<file path="config.mk">
export PLATFORM = sky130hd
export DESIGN_NAME = bir_top
export DESIGN_NICKNAME = d
export VERILOG_FILES = /design/src/include/bir_pkg.sv /design/src/design/bir_top.sv
export SDC_FILE = /design/constraint.sdc
export NUM_CORES = 1
export LEC_CHECK = 0
export ABC_AREA = 1
export BUFFER_PORTS_ARGS = -buffer_cell sky130_fd_sc_hd__buf_2
export CAP_MARGIN = 20
export CORE_ASPECT_RATIO = 0.6
export CORE_MARGIN = 3
export CORE_UTILIZATION = 45
export DETAILED_ROUTE_END_ITERATION = 16
export GPL_ROUTABILITY_DRIVEN = 1
export PLACE_DENSITY = 0.69
export SLEW_MARGIN = 20
export SYNTH_ARGS = -nofsm -noshare
export SYNTH_HDL_FRONTEND = slang
export SYNTH_SLANG_ARGS = --single-unit
</file>
<file path="constraint.sdc">
create_clock -name clock -period 2.3 [get_ports clock]
set_clock_uncertainty 0.15 [all_clocks]
set_input_delay 0.46 -clock clock [delete_from_list [all_inputs] [get_ports clock]]
set_output_delay 0.46 -clock clock [all_outputs]
set_load 0.01 [all_outputs]
</file>
<file path="src/include/bir_pkg.sv">
// Package for the bus interrupt request/release block: register map,
// field positions, reset values, width codes, states, timing and pin bundles.
// Assumes a 50 MHz clock and a 32-bit AXI4-Lite register slave.
package bir_pkg;

    // Register byte offsets
    localparam logic [7:0] BIR_CTRL_OFS = 8'h00;
    localparam logic [7:0] BIR_VEC_OFS = 8'h04;
    localparam logic [7:0] BIR_STAT_OFS = 8'h08;

    // Control register fields
    localparam int BIR_CTRL_REQ = 0;
    localparam int BIR_CTRL_LINE = 1;
    localparam int BIR_CTRL_CAP = 4;
    localparam int BIR_CTRL_MODE = 6;
    localparam int BIR_CTRL_SLOT1 = 7;
    localparam int BIR_CTRL_HLO = 8;
    localparam int BIR_CTRL_HHI = 11;
    localparam int BIR_CTRL_BITS = 14;

    // Status register fields
    localparam int BIR_STAT_PEND = 0;
    localparam int BIR_STAT_DRIVE = 1;
    localparam int BIR_STAT_STATE = 2;
    localparam int BIR_STAT_HLINE = 5;
    localparam int BIR_STAT_HREQ = 8;

    // Reset values: line 1, byte vector, release on acknowledge, handler 1..7
    localparam logic [31:0] BIR_CTRL_RST = 32'h0000_3902;
    localparam logic [31:0] BIR_VEC_RST = 32'h0000_00ff;

    // AXI responses
    localparam logic [1:0] BIR_RESP_OKAY = 2'b00;
    localparam logic [1:0] BIR_RESP_SLVERR = 2'b10;

    // Release deadlines after the last strobe rises, as longest counts
    localparam int BIR_CLK_NS = 20;
    localparam int BIR_REL_RELEASE_ON_REGISTER_ACCESS_NS = 2000;
    localparam int BIR_REL_RELEASE_ON_ACKNOWLEDGE_NS = 500;
    localparam int BIR_REL_FAST_NS = 50;
    localparam int BIR_REL_RELEASE_ON_REGISTER_ACCESS_CYC = BIR_REL_RELEASE_ON_REGISTER_ACCESS_NS / BIR_CLK_NS;
    localparam int BIR_REL_RELEASE_ON_ACKNOWLEDGE_CYC = BIR_REL_RELEASE_ON_ACKNOWLEDGE_NS / BIR_CLK_NS;
    localparam int BIR_REL_FAST_CYC = BIR_REL_FAST_NS / BIR_CLK_NS;

    // Acknowledge vector width, also the width of a requested cycle
    typedef enum logic [1:0] {
        BIR_W8 = 2'b00,
        BIR_W16 = 2'b01,
        BIR_W32 = 2'b10
    } bir_width_t;

    // Interrupter acknowledge sequencer
    typedef enum logic [2:0] {
        BIR_ST_IDLE = 3'b000,
        BIR_ST_WAIT_DS = 3'b001,
        BIR_ST_DRIVE = 3'b010,
        BIR_ST_DTACK = 3'b011,
        BIR_ST_PASS = 3'b100
    } bir_state_t;

    // Backplane inputs, all active low except the address code
    typedef struct packed {
        logic iack_n;
        logic iackin_n;
        logic ds0_n;
        logic ds1_n;
        logic lword_n;
        logic [2:0] addr;
        logic [6:0] irq_n;
    } bir_pins_in_t;

    // Backplane outputs; each enable high while the line is driven low or data
    typedef struct packed {
        logic [6:0] irq_oe;
        logic iackout_n;
        logic dtack_oe;
        logic [31:0] data;
        logic [31:0] data_oe;
    } bir_pins_out_t;

endpackage

</file>
<file path="src/design/bir_top.sv">
// Interrupter, acknowledge daisy-chain driver and handler request front end
// with an AXI4-Lite register slave standing as the local board slave.
// Assumes backplane pins arrive asynchronously; open-drain lines are
// resolved outside from the enables (enable high pulls the line low).
//
// Summary of operation
// - Handler serves configurable contiguous line range only
// - Interrupter drives one configured request line
// - Byte vector answers all widths, low byte
// - Halfword vector answers 16/32, low sixteen lines
// - Word vector answers only 32-bit cycles
// - Register release: hold until access, 2 us
// - Acknowledge release: hold until cycle, 500 ns
// - Release preferably within 50 ns
// - Always supply vector for own acknowledge
// - Register release triggered by register access
// - Acknowledge release triggered by vector read
// - Local slave signals register access completion
// - Chain driver in first slot watches acknowledge
// - Acknowledge then strobe low drives chain out
// - Idle interrupter forwards chain falling edge
// - Vector on data before acknowledge strobe; here vector and strobe go out in the same cycle
// - Answer only when all conditions, else pass
// - Line number binary on A3..A1
//
// Register access over AXI4-Lite and the placing of the registers are this design's own decisions.
`timescale 1ns/1ps
module bir_top
    import bir_pkg::*;
#(
    parameter int AW = 8
) (
    input wire logic clock,
    input wire logic reset,
    input wire logic [AW-1:0] s_axi_awaddr,
    input wire logic s_axi_awvalid,
    output logic s_axi_awready,
    input wire logic [31:0] s_axi_wdata,
    input wire logic [3:0] s_axi_wstrb,
    input wire logic s_axi_wvalid,
    output logic s_axi_wready,
    output logic [1:0] s_axi_bresp,
    output logic s_axi_bvalid,
    input wire logic s_axi_bready,
    input wire logic [AW-1:0] s_axi_araddr,
    input wire logic s_axi_arvalid,
    output logic s_axi_arready,
    output logic [31:0] s_axi_rdata,
    output logic [1:0] s_axi_rresp,
    output logic s_axi_rvalid,
    input wire logic s_axi_rready,
    input wire bir_pins_in_t pins_in,
    output bir_pins_out_t pins_out,
    output logic reg_accessed,
    output logic handler_request,
    output logic [2:0] handler_line
);

    // Mask of lines lo..hi inclusive; empty when lo is above hi
    function automatic logic [6:0] line_range(input logic [2:0] lo, input logic [2:0] hi);
        logic [6:0] m;
        m = '0;
        for (int i = 1; i <= 7; i++) begin
            if (i >= int'(lo) && i <= int'(hi)) begin
                m[i-1] = 1'b1;
            end
        end
        return m;
    endfunction

    // Byte lanes driven for a vector capability
    function automatic logic [31:0] lane_mask(input bir_width_t w);
        case (w)
            BIR_W8: lane_mask = 32'h0000_00ff;
            BIR_W16: lane_mask = 32'h0000_ffff;
            BIR_W32: lane_mask = 32'hffff_ffff;
            default: lane_mask = 32'h0000_00ff;
        endcase
    endfunction

    logic [31:0] ctrl_q;
    logic [31:0] vec_q;
    logic pend_q;
    bir_pins_in_t sync1_q;
    bir_pins_in_t sync2_q;
    logic chain_lo_q;
    bir_state_t state_q;
    logic aw_hold_q;
    logic w_hold_q;
    logic [AW-1:0] awaddr_q;
    logic [31:0] wdata_q;
    logic [3:0] wstrb_q;
    logic bvalid_q;
    logic [1:0] bresp_q;
    logic rvalid_q;
    logic [31:0] rdata_q;
    logic [1:0] rresp_q;
    logic touched_q;
    logic hreq_q;
    logic [2:0] hline_q;
    bir_pins_out_t out_q;

    // Control fields
    logic [2:0] line_cfg;
    bir_width_t cap_cfg;
    logic mode_release_on_register_access;
    logic slot1_cfg;
    assign line_cfg = ctrl_q[BIR_CTRL_LINE +: 3];
    assign cap_cfg = bir_width_t'(ctrl_q[BIR_CTRL_CAP +: 2]);
    assign mode_release_on_register_access = ctrl_q[BIR_CTRL_MODE];
    assign slot1_cfg = ctrl_q[BIR_CTRL_SLOT1];

    // Two-stage synchroniser on every backplane input
    always_ff @(posedge clock) begin
        if (reset) begin
            sync1_q <= '1;
            sync2_q <= '1;
        end else begin
            sync1_q <= pins_in;
            sync2_q <= sync1_q;
        end
    end

    // Decoded bus levels from the second stage only
    logic ds0_lo;
    logic strobes_hi;
    logic chain_lo;
    logic chain_fall;
    bir_width_t req_width;
    logic answer_ok;
    assign ds0_lo = !sync2_q.ds0_n;
    assign strobes_hi = sync2_q.ds0_n && sync2_q.ds1_n;
    // First slot: acknowledge low then strobe low makes the chain edge
    assign chain_lo = slot1_cfg ? (!sync2_q.iack_n && ds0_lo)
                                : !sync2_q.iackin_n;
    assign chain_fall = chain_lo && !chain_lo_q;

    // Width the handler asks for, from long-word and both strobes
    always_comb begin
        if (!sync2_q.lword_n && !sync2_q.ds1_n && ds0_lo) begin
            req_width = BIR_W32;
        end else if (!sync2_q.ds1_n && ds0_lo) begin
            req_width = BIR_W16;
        end else begin
            req_width = BIR_W8;
        end
    end

    // All four answer conditions; width must cover our own
    assign answer_ok = pend_q && (sync2_q.addr == line_cfg)
                       && (req_width >= cap_cfg) && (line_cfg != 3'd0);

    // Edge memory for the daisy-chain input
    always_ff @(posedge clock) begin
        if (reset) begin
            chain_lo_q <= 1'b0;
        end else begin
            chain_lo_q <= chain_lo;
        end
    end

    // Release events
    logic rel_ack;
    logic rel_reg;
    assign rel_ack = (state_q == BIR_ST_DTACK) && strobes_hi && !mode_release_on_register_access;
    assign rel_reg = touched_q && mode_release_on_register_access;

    // Acknowledge sequencer
    always_ff @(posedge clock) begin
        if (reset) begin
            state_q <= BIR_ST_IDLE;
        end else begin
            case (state_q)
                BIR_ST_IDLE: begin
                    if (chain_fall) begin
                        state_q <= BIR_ST_WAIT_DS;
                    end
                end
                BIR_ST_WAIT_DS: begin
                    // Width is known only once the strobes are low
                    if (!chain_lo) begin
                        state_q <= BIR_ST_IDLE;
                    end else if (ds0_lo) begin
                        state_q <= answer_ok ? BIR_ST_DRIVE : BIR_ST_PASS;
                    end
                end
                BIR_ST_DRIVE: begin
                    state_q <= BIR_ST_DTACK;
                end
                BIR_ST_DTACK: begin
                    if (strobes_hi) begin
                        state_q <= BIR_ST_IDLE;
                    end
                end
                BIR_ST_PASS: begin
                    if (!chain_lo) begin
                        state_q <= BIR_ST_IDLE;
                    end
                end
                default: begin
                    state_q <= BIR_ST_IDLE;
                end
            endcase
        end
    end

    // Pending request: software set wins over a release in the same cycle
    logic set_req;
    always_ff @(posedge clock) begin
        if (reset) begin
            pend_q <= 1'b0;
        end else if (set_req) begin
            pend_q <= 1'b1;
        end else if (rel_ack || rel_reg) begin
            pend_q <= 1'b0;
        end
    end

    // Registered pin drive; release lands one cycle after its trigger
    always_ff @(posedge clock) begin
        if (reset) begin
            out_q <= '{irq_oe: '0, iackout_n: 1'b1, dtack_oe: 1'b0, data: '0, data_oe: '0};
        end else begin
            for (int i = 0; i < 7; i++) begin
                out_q.irq_oe[i] <= pend_q && !(rel_ack || rel_reg)
                                   && (line_cfg == 3'(i + 1));
            end
            out_q.iackout_n <= !(state_q == BIR_ST_PASS && chain_lo);
            // Vector lanes go out in the same cycle as the acknowledge strobe
            if (state_q == BIR_ST_DRIVE || state_q == BIR_ST_DTACK) begin
                out_q.data <= vec_q & lane_mask(cap_cfg);
                out_q.data_oe <= lane_mask(cap_cfg);
            end else begin
                out_q.data <= '0;
                out_q.data_oe <= '0;
            end
            out_q.dtack_oe <= (state_q == BIR_ST_DRIVE)
                              || (state_q == BIR_ST_DTACK && !strobes_hi);
        end
    end
    assign pins_out = out_q;

    // Handler front end: highest active served line, coded in binary
    logic [6:0] served_act;
    logic [2:0] best_line;
    assign served_act = ~sync2_q.irq_n & line_range(ctrl_q[BIR_CTRL_HLO +: 3],
                                                    ctrl_q[BIR_CTRL_HHI +: 3]);
    always_comb begin
        best_line = 3'd0;
        for (int i = 0; i < 7; i++) begin
            if (served_act[i]) begin
                best_line = 3'(i + 1);
            end
        end
    end

    // A register-release requester may still hold the line briefly after
    // the access; the far handler masks it, so no guard is kept here.
    always_ff @(posedge clock) begin
        if (reset) begin
            hreq_q <= 1'b0;
            hline_q <= 3'd0;
        end else begin
            hreq_q <= (best_line != 3'd0);
            hline_q <= best_line;
        end
    end
    assign handler_request = hreq_q;
    assign handler_line = hline_q;

    // AXI write address and data are latched independently
    logic aw_hs;
    logic w_hs;
    logic do_write;
    logic wr_ctrl;
    logic wr_vec;
    assign s_axi_awready = !aw_hold_q && !bvalid_q;
    assign s_axi_wready = !w_hold_q && !bvalid_q;
    assign aw_hs = s_axi_awvalid && s_axi_awready;
    assign w_hs = s_axi_wvalid && s_axi_wready;
    assign do_write = aw_hold_q && w_hold_q;
    assign wr_ctrl = do_write && (awaddr_q == AW'(BIR_CTRL_OFS));
    assign wr_vec = do_write && (awaddr_q == AW'(BIR_VEC_OFS));
    assign set_req = wr_ctrl && wstrb_q[0] && wdata_q[BIR_CTRL_REQ];

    always_ff @(posedge clock) begin
        if (reset) begin
            aw_hold_q <= 1'b0;
            w_hold_q <= 1'b0;
            awaddr_q <= '0;
            wdata_q <= '0;
            wstrb_q <= '0;
        end else begin
            if (aw_hs) begin
                aw_hold_q <= 1'b1;
                awaddr_q <= s_axi_awaddr;
            end else if (do_write) begin
                aw_hold_q <= 1'b0;
            end
            if (w_hs) begin
                w_hold_q <= 1'b1;
                wdata_q <= s_axi_wdata;
                wstrb_q <= s_axi_wstrb;
            end else if (do_write) begin
                w_hold_q <= 1'b0;
            end
        end
    end

    // Register storage with byte enables; the request bit is not stored
    always_ff @(posedge clock) begin
        if (reset) begin
            ctrl_q <= BIR_CTRL_RST;
            vec_q <= BIR_VEC_RST;
        end else begin
            for (int b = 0; b < 4; b++) begin
                if (wr_ctrl && wstrb_q[b]) begin
                    ctrl_q[b*8 +: 8] <= wdata_q[b*8 +: 8];
                end
                if (wr_vec && wstrb_q[b]) begin
                    vec_q[b*8 +: 8] <= wdata_q[b*8 +: 8];
                end
            end
            ctrl_q[31:BIR_CTRL_BITS] <= '0;
            ctrl_q[BIR_CTRL_REQ] <= 1'b0;
        end
    end

    // Write response
    always_ff @(posedge clock) begin
        if (reset) begin
            bvalid_q <= 1'b0;
            bresp_q <= BIR_RESP_OKAY;
        end else if (do_write) begin
            bvalid_q <= 1'b1;
            bresp_q <= (wr_ctrl || wr_vec) ? BIR_RESP_OKAY : BIR_RESP_SLVERR;
        end else if (s_axi_bready) begin
            bvalid_q <= 1'b0;
        end
    end
    assign s_axi_bvalid = bvalid_q;
    assign s_axi_bresp = bresp_q;

    // Read channel: one beat, answered the cycle after the address
    logic ar_hs;
    logic rd_stat;
    assign s_axi_arready = !rvalid_q;
    assign ar_hs = s_axi_arvalid && s_axi_arready;
    assign rd_stat = ar_hs && (s_axi_araddr == AW'(BIR_STAT_OFS));

    always_ff @(posedge clock) begin
        if (reset) begin
            rvalid_q <= 1'b0;
            rdata_q <= '0;
            rresp_q <= BIR_RESP_OKAY;
        end else if (ar_hs) begin
            rvalid_q <= 1'b1;
            rresp_q <= BIR_RESP_OKAY;
            if (s_axi_araddr == AW'(BIR_CTRL_OFS)) begin
                rdata_q <= ctrl_q;
            end else if (s_axi_araddr == AW'(BIR_VEC_OFS)) begin
                rdata_q <= vec_q;
            end else if (rd_stat) begin
                rdata_q <= '0;
                rdata_q[BIR_STAT_PEND] <= pend_q;
                rdata_q[BIR_STAT_DRIVE] <= |out_q.irq_oe;
                rdata_q[BIR_STAT_STATE +: 3] <= state_q;
                rdata_q[BIR_STAT_HLINE +: 3] <= hline_q;
                rdata_q[BIR_STAT_HREQ] <= hreq_q;
            end else begin
                rdata_q <= '0;
                rresp_q <= BIR_RESP_SLVERR;
            end
        end else if (s_axi_rready) begin
            rvalid_q <= 1'b0;
        end
    end
    assign s_axi_rvalid = rvalid_q;
    assign s_axi_rdata = rdata_q;
    assign s_axi_rresp = rresp_q;

    // Completion of a status read or a control write that does not set a
    // request; a set in the same write must not release itself.
    always_ff @(posedge clock) begin
        if (reset) begin
            touched_q <= 1'b0;
        end else begin
            touched_q <= rd_stat || (wr_ctrl && !set_req);
        end
    end
    assign reg_accessed = touched_q;

endmodule

</file>
# [Word level (Yosys, flattened, before mapping)]
# Cells that the tools add are included.
[word_totals] ff_bits=242 inputBits=74 output_inout_bits=119 elab_cells=201
[classes] bitwise_logic=4 magnitude_cmp=14 muxes=43 n_reduce_logical=78 n_eq_ne=21
[ops] op="$mux W32" n=4
[ops] op="$pmux W32 S2" n=1
[ops] op="$logic_and A1 B1 Y1" n=45
[ops] op="$mux W3" n=12
[ops] op="$and A32 B32 Y32" n=1
[ops] op="$mux W1" n=19
[ops] op="$eq A8 B3 Y1 const B" n=2
[ops] op="$logic_not A8 Y1" n=2
[ops] op="$eq A3 B3 Y1 const B" n=5
[ops] op="$logic_not A1 Y1" n=15
[ops] op="$pmux W3 S5" n=1
[ops] op="$eq A3 B2 Y1 const B" n=4
[ops] op="$le A3 B3 Y1 const A" n=4
[ops] op="$mux W2" n=5
[ops] op="$reduce_bool A2 Y1" n=5
[ops] op="$ge A3 B3 Y1 const A" n=3
[ops] op="$mux W9" n=1
[ops] op="$eq A8 B4 Y1 const B" n=1
[ops] op="$and A7 B7 Y7" n=1
[ops] op="$not A7 Y7" n=1
[ops] op="$reduce_or A7 Y1" n=1
[ops] op="$eq A3 B1 Y1 const B" n=2
[ops] op="$ge A2 B3 Y1 const A" n=2
[ops] op="$le A2 B3 Y1 const A" n=2
[ops] op="14 further kinds" n=21

# [Longest topological paths before layout]
[depth] word_depth=12 depth_mapped=13 depth_no_buf=13

# [Least setup slack after synthesis]
# No wires, ideal clock.
[synth_timing] path_type="input-to-reg" start="input port s_axi_araddr[2]" end="register rdata_q[21] (netlist: s_axi_rdata[21])" t_required_ns=2.080 t_arrival_ns=1.572 n_path_buf=1 path_stages=7 slack_ns=0.508 setup_ns=0.070 path_cell_list="inv_1 nor3_4 nand2_4 nor3_4 buf_6 nand2_1 a21oi_1"
[synth_via] elab_chain_cells=3 elab_cells_between_ends=4 classes_between="1 x eq/ne; 2 x mux; 1 x reduce/logical"
[synth_rtl] item="from (decl)" line="bir_top.sv:45" source="input wire logic [AW-1:0] s_axi_araddr,"
[synth_rtl] item="$eq A8 B3 Y1" line="bir_top.sv:361" source="end else if (s_axi_araddr == AW'(BIR_VEC_OFS)) begin"
[synth_rtl] item="$mux W32" line="bir_top.sv:361"
[synth_rtl] item="$mux W32 *" line="bir_top.sv:359" source="if (s_axi_araddr == AW'(BIR_CTRL_OFS)) begin"
[synth_rtl] item="to (signal assigned)" line="bir_top.sv:360" source="rdata_q <= ctrl_q;"
[synth_rtl] item="to (signal assigned)" line="bir_top.sv:362" source="rdata_q <= vec_q;"
[synth_rtl] item="to (signal, indexed assignment)" line="bir_top.sv:365" source="rdata_q[BIR_STAT_PEND] <= pend_q;"
[synth_rtl] item="to (decl)" line="bir_top.sv:96" source="logic [31:0] rdata_q;"
# Mark *: on every way between the ends. The rest lies on a longest branch, timed or not.
# A chain may end at the register's enable or synchronous reset.

# [Worst setup path in the final report]
[layout_timing] start="register aw_hold_q" end="register ctrl_q[5]"
[layout_via] elab_chain_cells=3
[layout_rtl] item="from (decl)" line="bir_top.sv:88" source="logic aw_hold_q;"
[layout_rtl] item="from (signal assigned)" line="bir_top.sv:288" source="aw_hold_q <= 1'b0;"
[layout_rtl] item="from (signal assigned)" line="bir_top.sv:295" source="aw_hold_q <= 1'b1;"
[layout_rtl] item="from (signal assigned)" line="bir_top.sv:298" source="aw_hold_q <= 1'b0;"
[layout_rtl] item="$logic_and A1 B1 Y1" line="bir_top.sv:281" source="assign do_write = aw_hold_q && w_hold_q;"
[layout_rtl] item="$logic_and A1 B1 Y1" line="bir_top.sv:282" source="assign wr_ctrl = do_write && (awaddr_q == AW'(BIR_CTRL_OFS));"
[layout_rtl] item="$logic_and A1 B1 Y1" line="bir_top.sv:317" source="if (wr_ctrl && wstrb_q[b]) begin"
[layout_rtl] item="to (signal, indexed assignment)" line="bir_top.sv:318" source="ctrl_q[b*8 +: 8] <= wdata_q[b*8 +: 8];"
[layout_rtl] item="to (decl)" line="bir_top.sv:81" source="logic [31:0] ctrl_q;"
# No other way between the ends.

==> flow_summary_export.csv <==
group,metric,value,unit
setup_path,crit_path_top_delay_cell,"nand3_1",
setup_path,r2r_setup_slack,0.32,ns
die,die_area,18800,um^2
sta,worstMarginPinSlew,0.699,ns
sta,finalCritPeriodShare,86.3,%
cts,clk_latency,0.47,ns
die,pin_count,193,
synth,syn_area,7690,um^2
layout,area_growth,20.5,%
global_routing,grt_max_degree,82,
cts,post_cts_buffers,0,
cts,htree_levels,1,
setup_path,crit_path_end,"ctrl_q[5]$_SDFFE_PP0P_",
setup_path,arrival,2.18,ns
route,routedWlPerCell,14.2,um
run_status,outcome,"complete, no violations",
setup_path,reg2regPathDepth,6,
setup_path,crit_chain,"nand2_1 -> or2_2 -> nor2_4 -> nand3_1 -> o21ai_0 -> a21oi_1",
synth,synth.distinct_cells,32,
setup_path,cp_top_family,"simple AND/OR/NAND/NOR gates",
global_routing,antenna_found_initial,0,
layout,seq_area,4220,um^2
route,ant_nets,0,
die,start_util,46.7,%
route,vias,6427,
die,core_area,16500,um^2
sta,finalHoldViolCount,0,
layout,layout.nets,1182,
power_and_ir_drop,worst_ir_drop_vdd,0.434,mV
synth,synth-main-ff-cell,"dfxtp_1",
synth,ys_seq_area_share,54.9,%
die,die_x,175,um
synth,syn-mean-instance-area,8.13,um^2
layout,nFillCells,1581,
setup_path,critPathBufInv,0,
power_and_ir_drop,leakagePower,4.31,nW
global_routing,grt_pass1_wl,30000,um
place,gp_congestion,0.906,
synth,ys_ff_latch,211,
cts,cts_made_buffers,19,
global_routing,grt_pass1_vias,5805,
setup_path,critPathMaxStageDelay,0.39,ns
cts,cts.clk_slew.worst_paths,0.07,ns
run,maxCapViolCount,0,
sta,max_freq,0.504,GHz
layout,drive_gt1_share,24.5,%
sta,finalSetupTns,0,ns
route,drcViolationCount,0,
power_and_ir_drop,p_per_area,808,nW/um^2
layout,diodes,0,
setup_path,critical_path_depth,6,
route,first_iter_violations,476,
route,drt-pass1-iter-count,6,
sta,rsz0062_at_grt,"no",
setup_path,crit_type,"reg -> reg",
power_and_ir_drop,finalPower,7.49,mW
cts,cts_tree,"yes",
sta,setup_viol,0,
global_routing,grtUsageTotal,19.8,%
route,routed_wl,19100,um
global_routing,grt_overflow,0,
die,num_rows,36,
route,avgViaCountPerCell,4.79,
setup_path,crit_path_end_kind,"flop",
setup_path,reg2reg_from,"aw_hold_q$_SDFFE_PP0P_",
cts,clock-sinks,211,
synth,async_flop_share,0,%
setup_path,cp_max_fo,15,
layout,multi_input_area,2710,um^2
setup_path,worstSetupStartpointType,"flop",
cts,cts-root-buf,"clkbuf_16",
sta,finalCriticalPeriod,1.98,ns
setup_path,reg2reg_to,"ctrl_q[5]$_SDFFE_PP0P_",
synth,synth_cells,946,
setup_path,crit_start,"aw_hold_q$_SDFFE_PP0P_",
synth,synth-edff-count,0,
cts,cts_buffer_depth,3,
sta,slew_viol_final,0,
die,die-height,107,um
place,port-buffer-count,190,
cts,ctsHoldBuffers,2,
synth,yosysWarnings,0,
setup_path,crit_required,2.50,ns
cts,cts_resized,0,
layout,fin_util,56.2,%
sta,slew_headroom,53.3,%
hold_path,min_path_type,"in -> reg",
place,hpwl,13700,um
-- placed cells by master (no fill, tap or decap), types with 4 or more instances in the layout --
cell type and instances:
dfxtp_1 211, buf_2 190, nor2_1 156, nand2_1 128, o21ai_0 86, a21oi_1 85, inv_1 83, nand3_1 46
or2_2 31, clkbuf_16 19, o211ai_1 13, buf_4 12, nor3_1 6, o221ai_1 5, clkbuf_8 4
-- flip-flops by register name (all words and copies together), names as in the netlist --
register,flops
wdata_q,32
aw_hold_q,1
handler_line,3
reg_accessed,1
s_axi_rresp,1
s_axi_rdata,32
pins_out,44
s_axi_bvalid,1
wstrb_q,4
awaddr_q,8
handler_request,1
ctrl_q,13
s_axi_rvalid,1
state_q,3
chain_lo_q,1
vec_q,32
sync1_q,15
w_hold_q,1
pend_q,1
s_axi_bresp,1
sync2_q,15
-- how the worst min path moves through the flow --
stage                      startpoint                      to  slack, ns  depth (start not counted)
2_1_floorplan   sync1_q[0]$_SDFF_PP1_   sync2_q[0]$_SDFF_PP1_       0.24                          1
3_3_place_gp    sync1_q[0]$_SDFF_PP1_   sync2_q[0]$_SDFF_PP1_       0.24                          1
3_5_place_dp   sync1_q[10]$_SDFF_PP1_  sync2_q[10]$_SDFF_PP1_       0.25                          1
4_1_cts                   pins_in[12]  sync1_q[12]$_SDFF_PP1_     0.0002                          2
5_1_grt                    pins_in[1]   sync1_q[1]$_SDFF_PP1_      0.006                          2
6_report                   pins_in[0]   sync1_q[0]$_SDFF_PP1_       0.01                          2
-- metal layers --
metal,vias up,GRT usage (%),share of wire [%],wire length [um]
met2,226,28.1,40,7610
li1,3307,-,-,-
met3,18,3.63,7.2,1380
met5,-,0,0,0
met1,2876,31.4,52,9880
met4,0,3.24,1.1,208
-- cell families (layout without fill, tap and decap cells) --
logic type / count (synthesis) / in the layout / share of synthesized area (%)
adder cells (fa/ha/maj): 3 / 3 / 0.488
flip-flops: 211 / 211 / 54.9
other: 1 / 2 / 0.0487
buffers and inverters: 159 / 327 / 9.94
AO/OA/AOI/OAI: 195 / 195 / 13.6
AND/OR/NAND/NOR: 377 / 377 / 21.0
-- where the power goes --
part | total [mW] | switching [mW] | internal (mW) | leakage, nW
Clock | 3.06 | 1.30 | 1.75 | 0.292
Combinational | 0.555 | 0.341 | 0.214 | 2.30
Sequential | 3.88 | 0.0880 | 3.79 | 1.72
-- metrics by stage --
stage	hold slack [ns]	cell area, um^2	instances	setup WS, ns
6_report	0.0144	9270	1343	0.315
5_1_grt	0.00575	9270	1343	0.0323
4_1_cts	0.000217	9270	1343	0.321
3_5_place_dp	0.245	8650	1310	0.322
3_3_place_gp	0.241	8650	1310	0.385
2_1_floorplan	0.239	7700	947	0.508
-- layout make-up --
cell class                 count  area share (%)
clock buffer                  26            5.85
timing repair buffer         207            12.1
clock inverter                 5           0.567
inverter                      89            3.60
multi-input combinational    577            29.2
tap                          228            3.08
sequential                   211            45.6
-- cell usage after synthesis, types with 2 or more instances --
master	instances	area (um^2)
clkbuf_8	3	41.3
o221ai_1	5	43.8
inv_2	2	7.51
clkbuf_1	29	109
clkinv_1	4	15.0
o21a_1	3	22.5
ha_1	3	37.5
nand3_1	46	230
nand2_1	128	480
or2_2	31	194
nand3b_1	2	15.0
buf_4	32	240
a21oi_1	85	425
nand4_1	2	12.5
o211ai_1	13	97.6
buf_2	4	20.0
nor3_4	2	32.5
inv_1	83	312
nor2_1	156	586
o21ai_0	86	430
dfxtp_1	211	4220
nor3_1	6	30.0
Note: power is estimated with default switching activity, not from simulation.
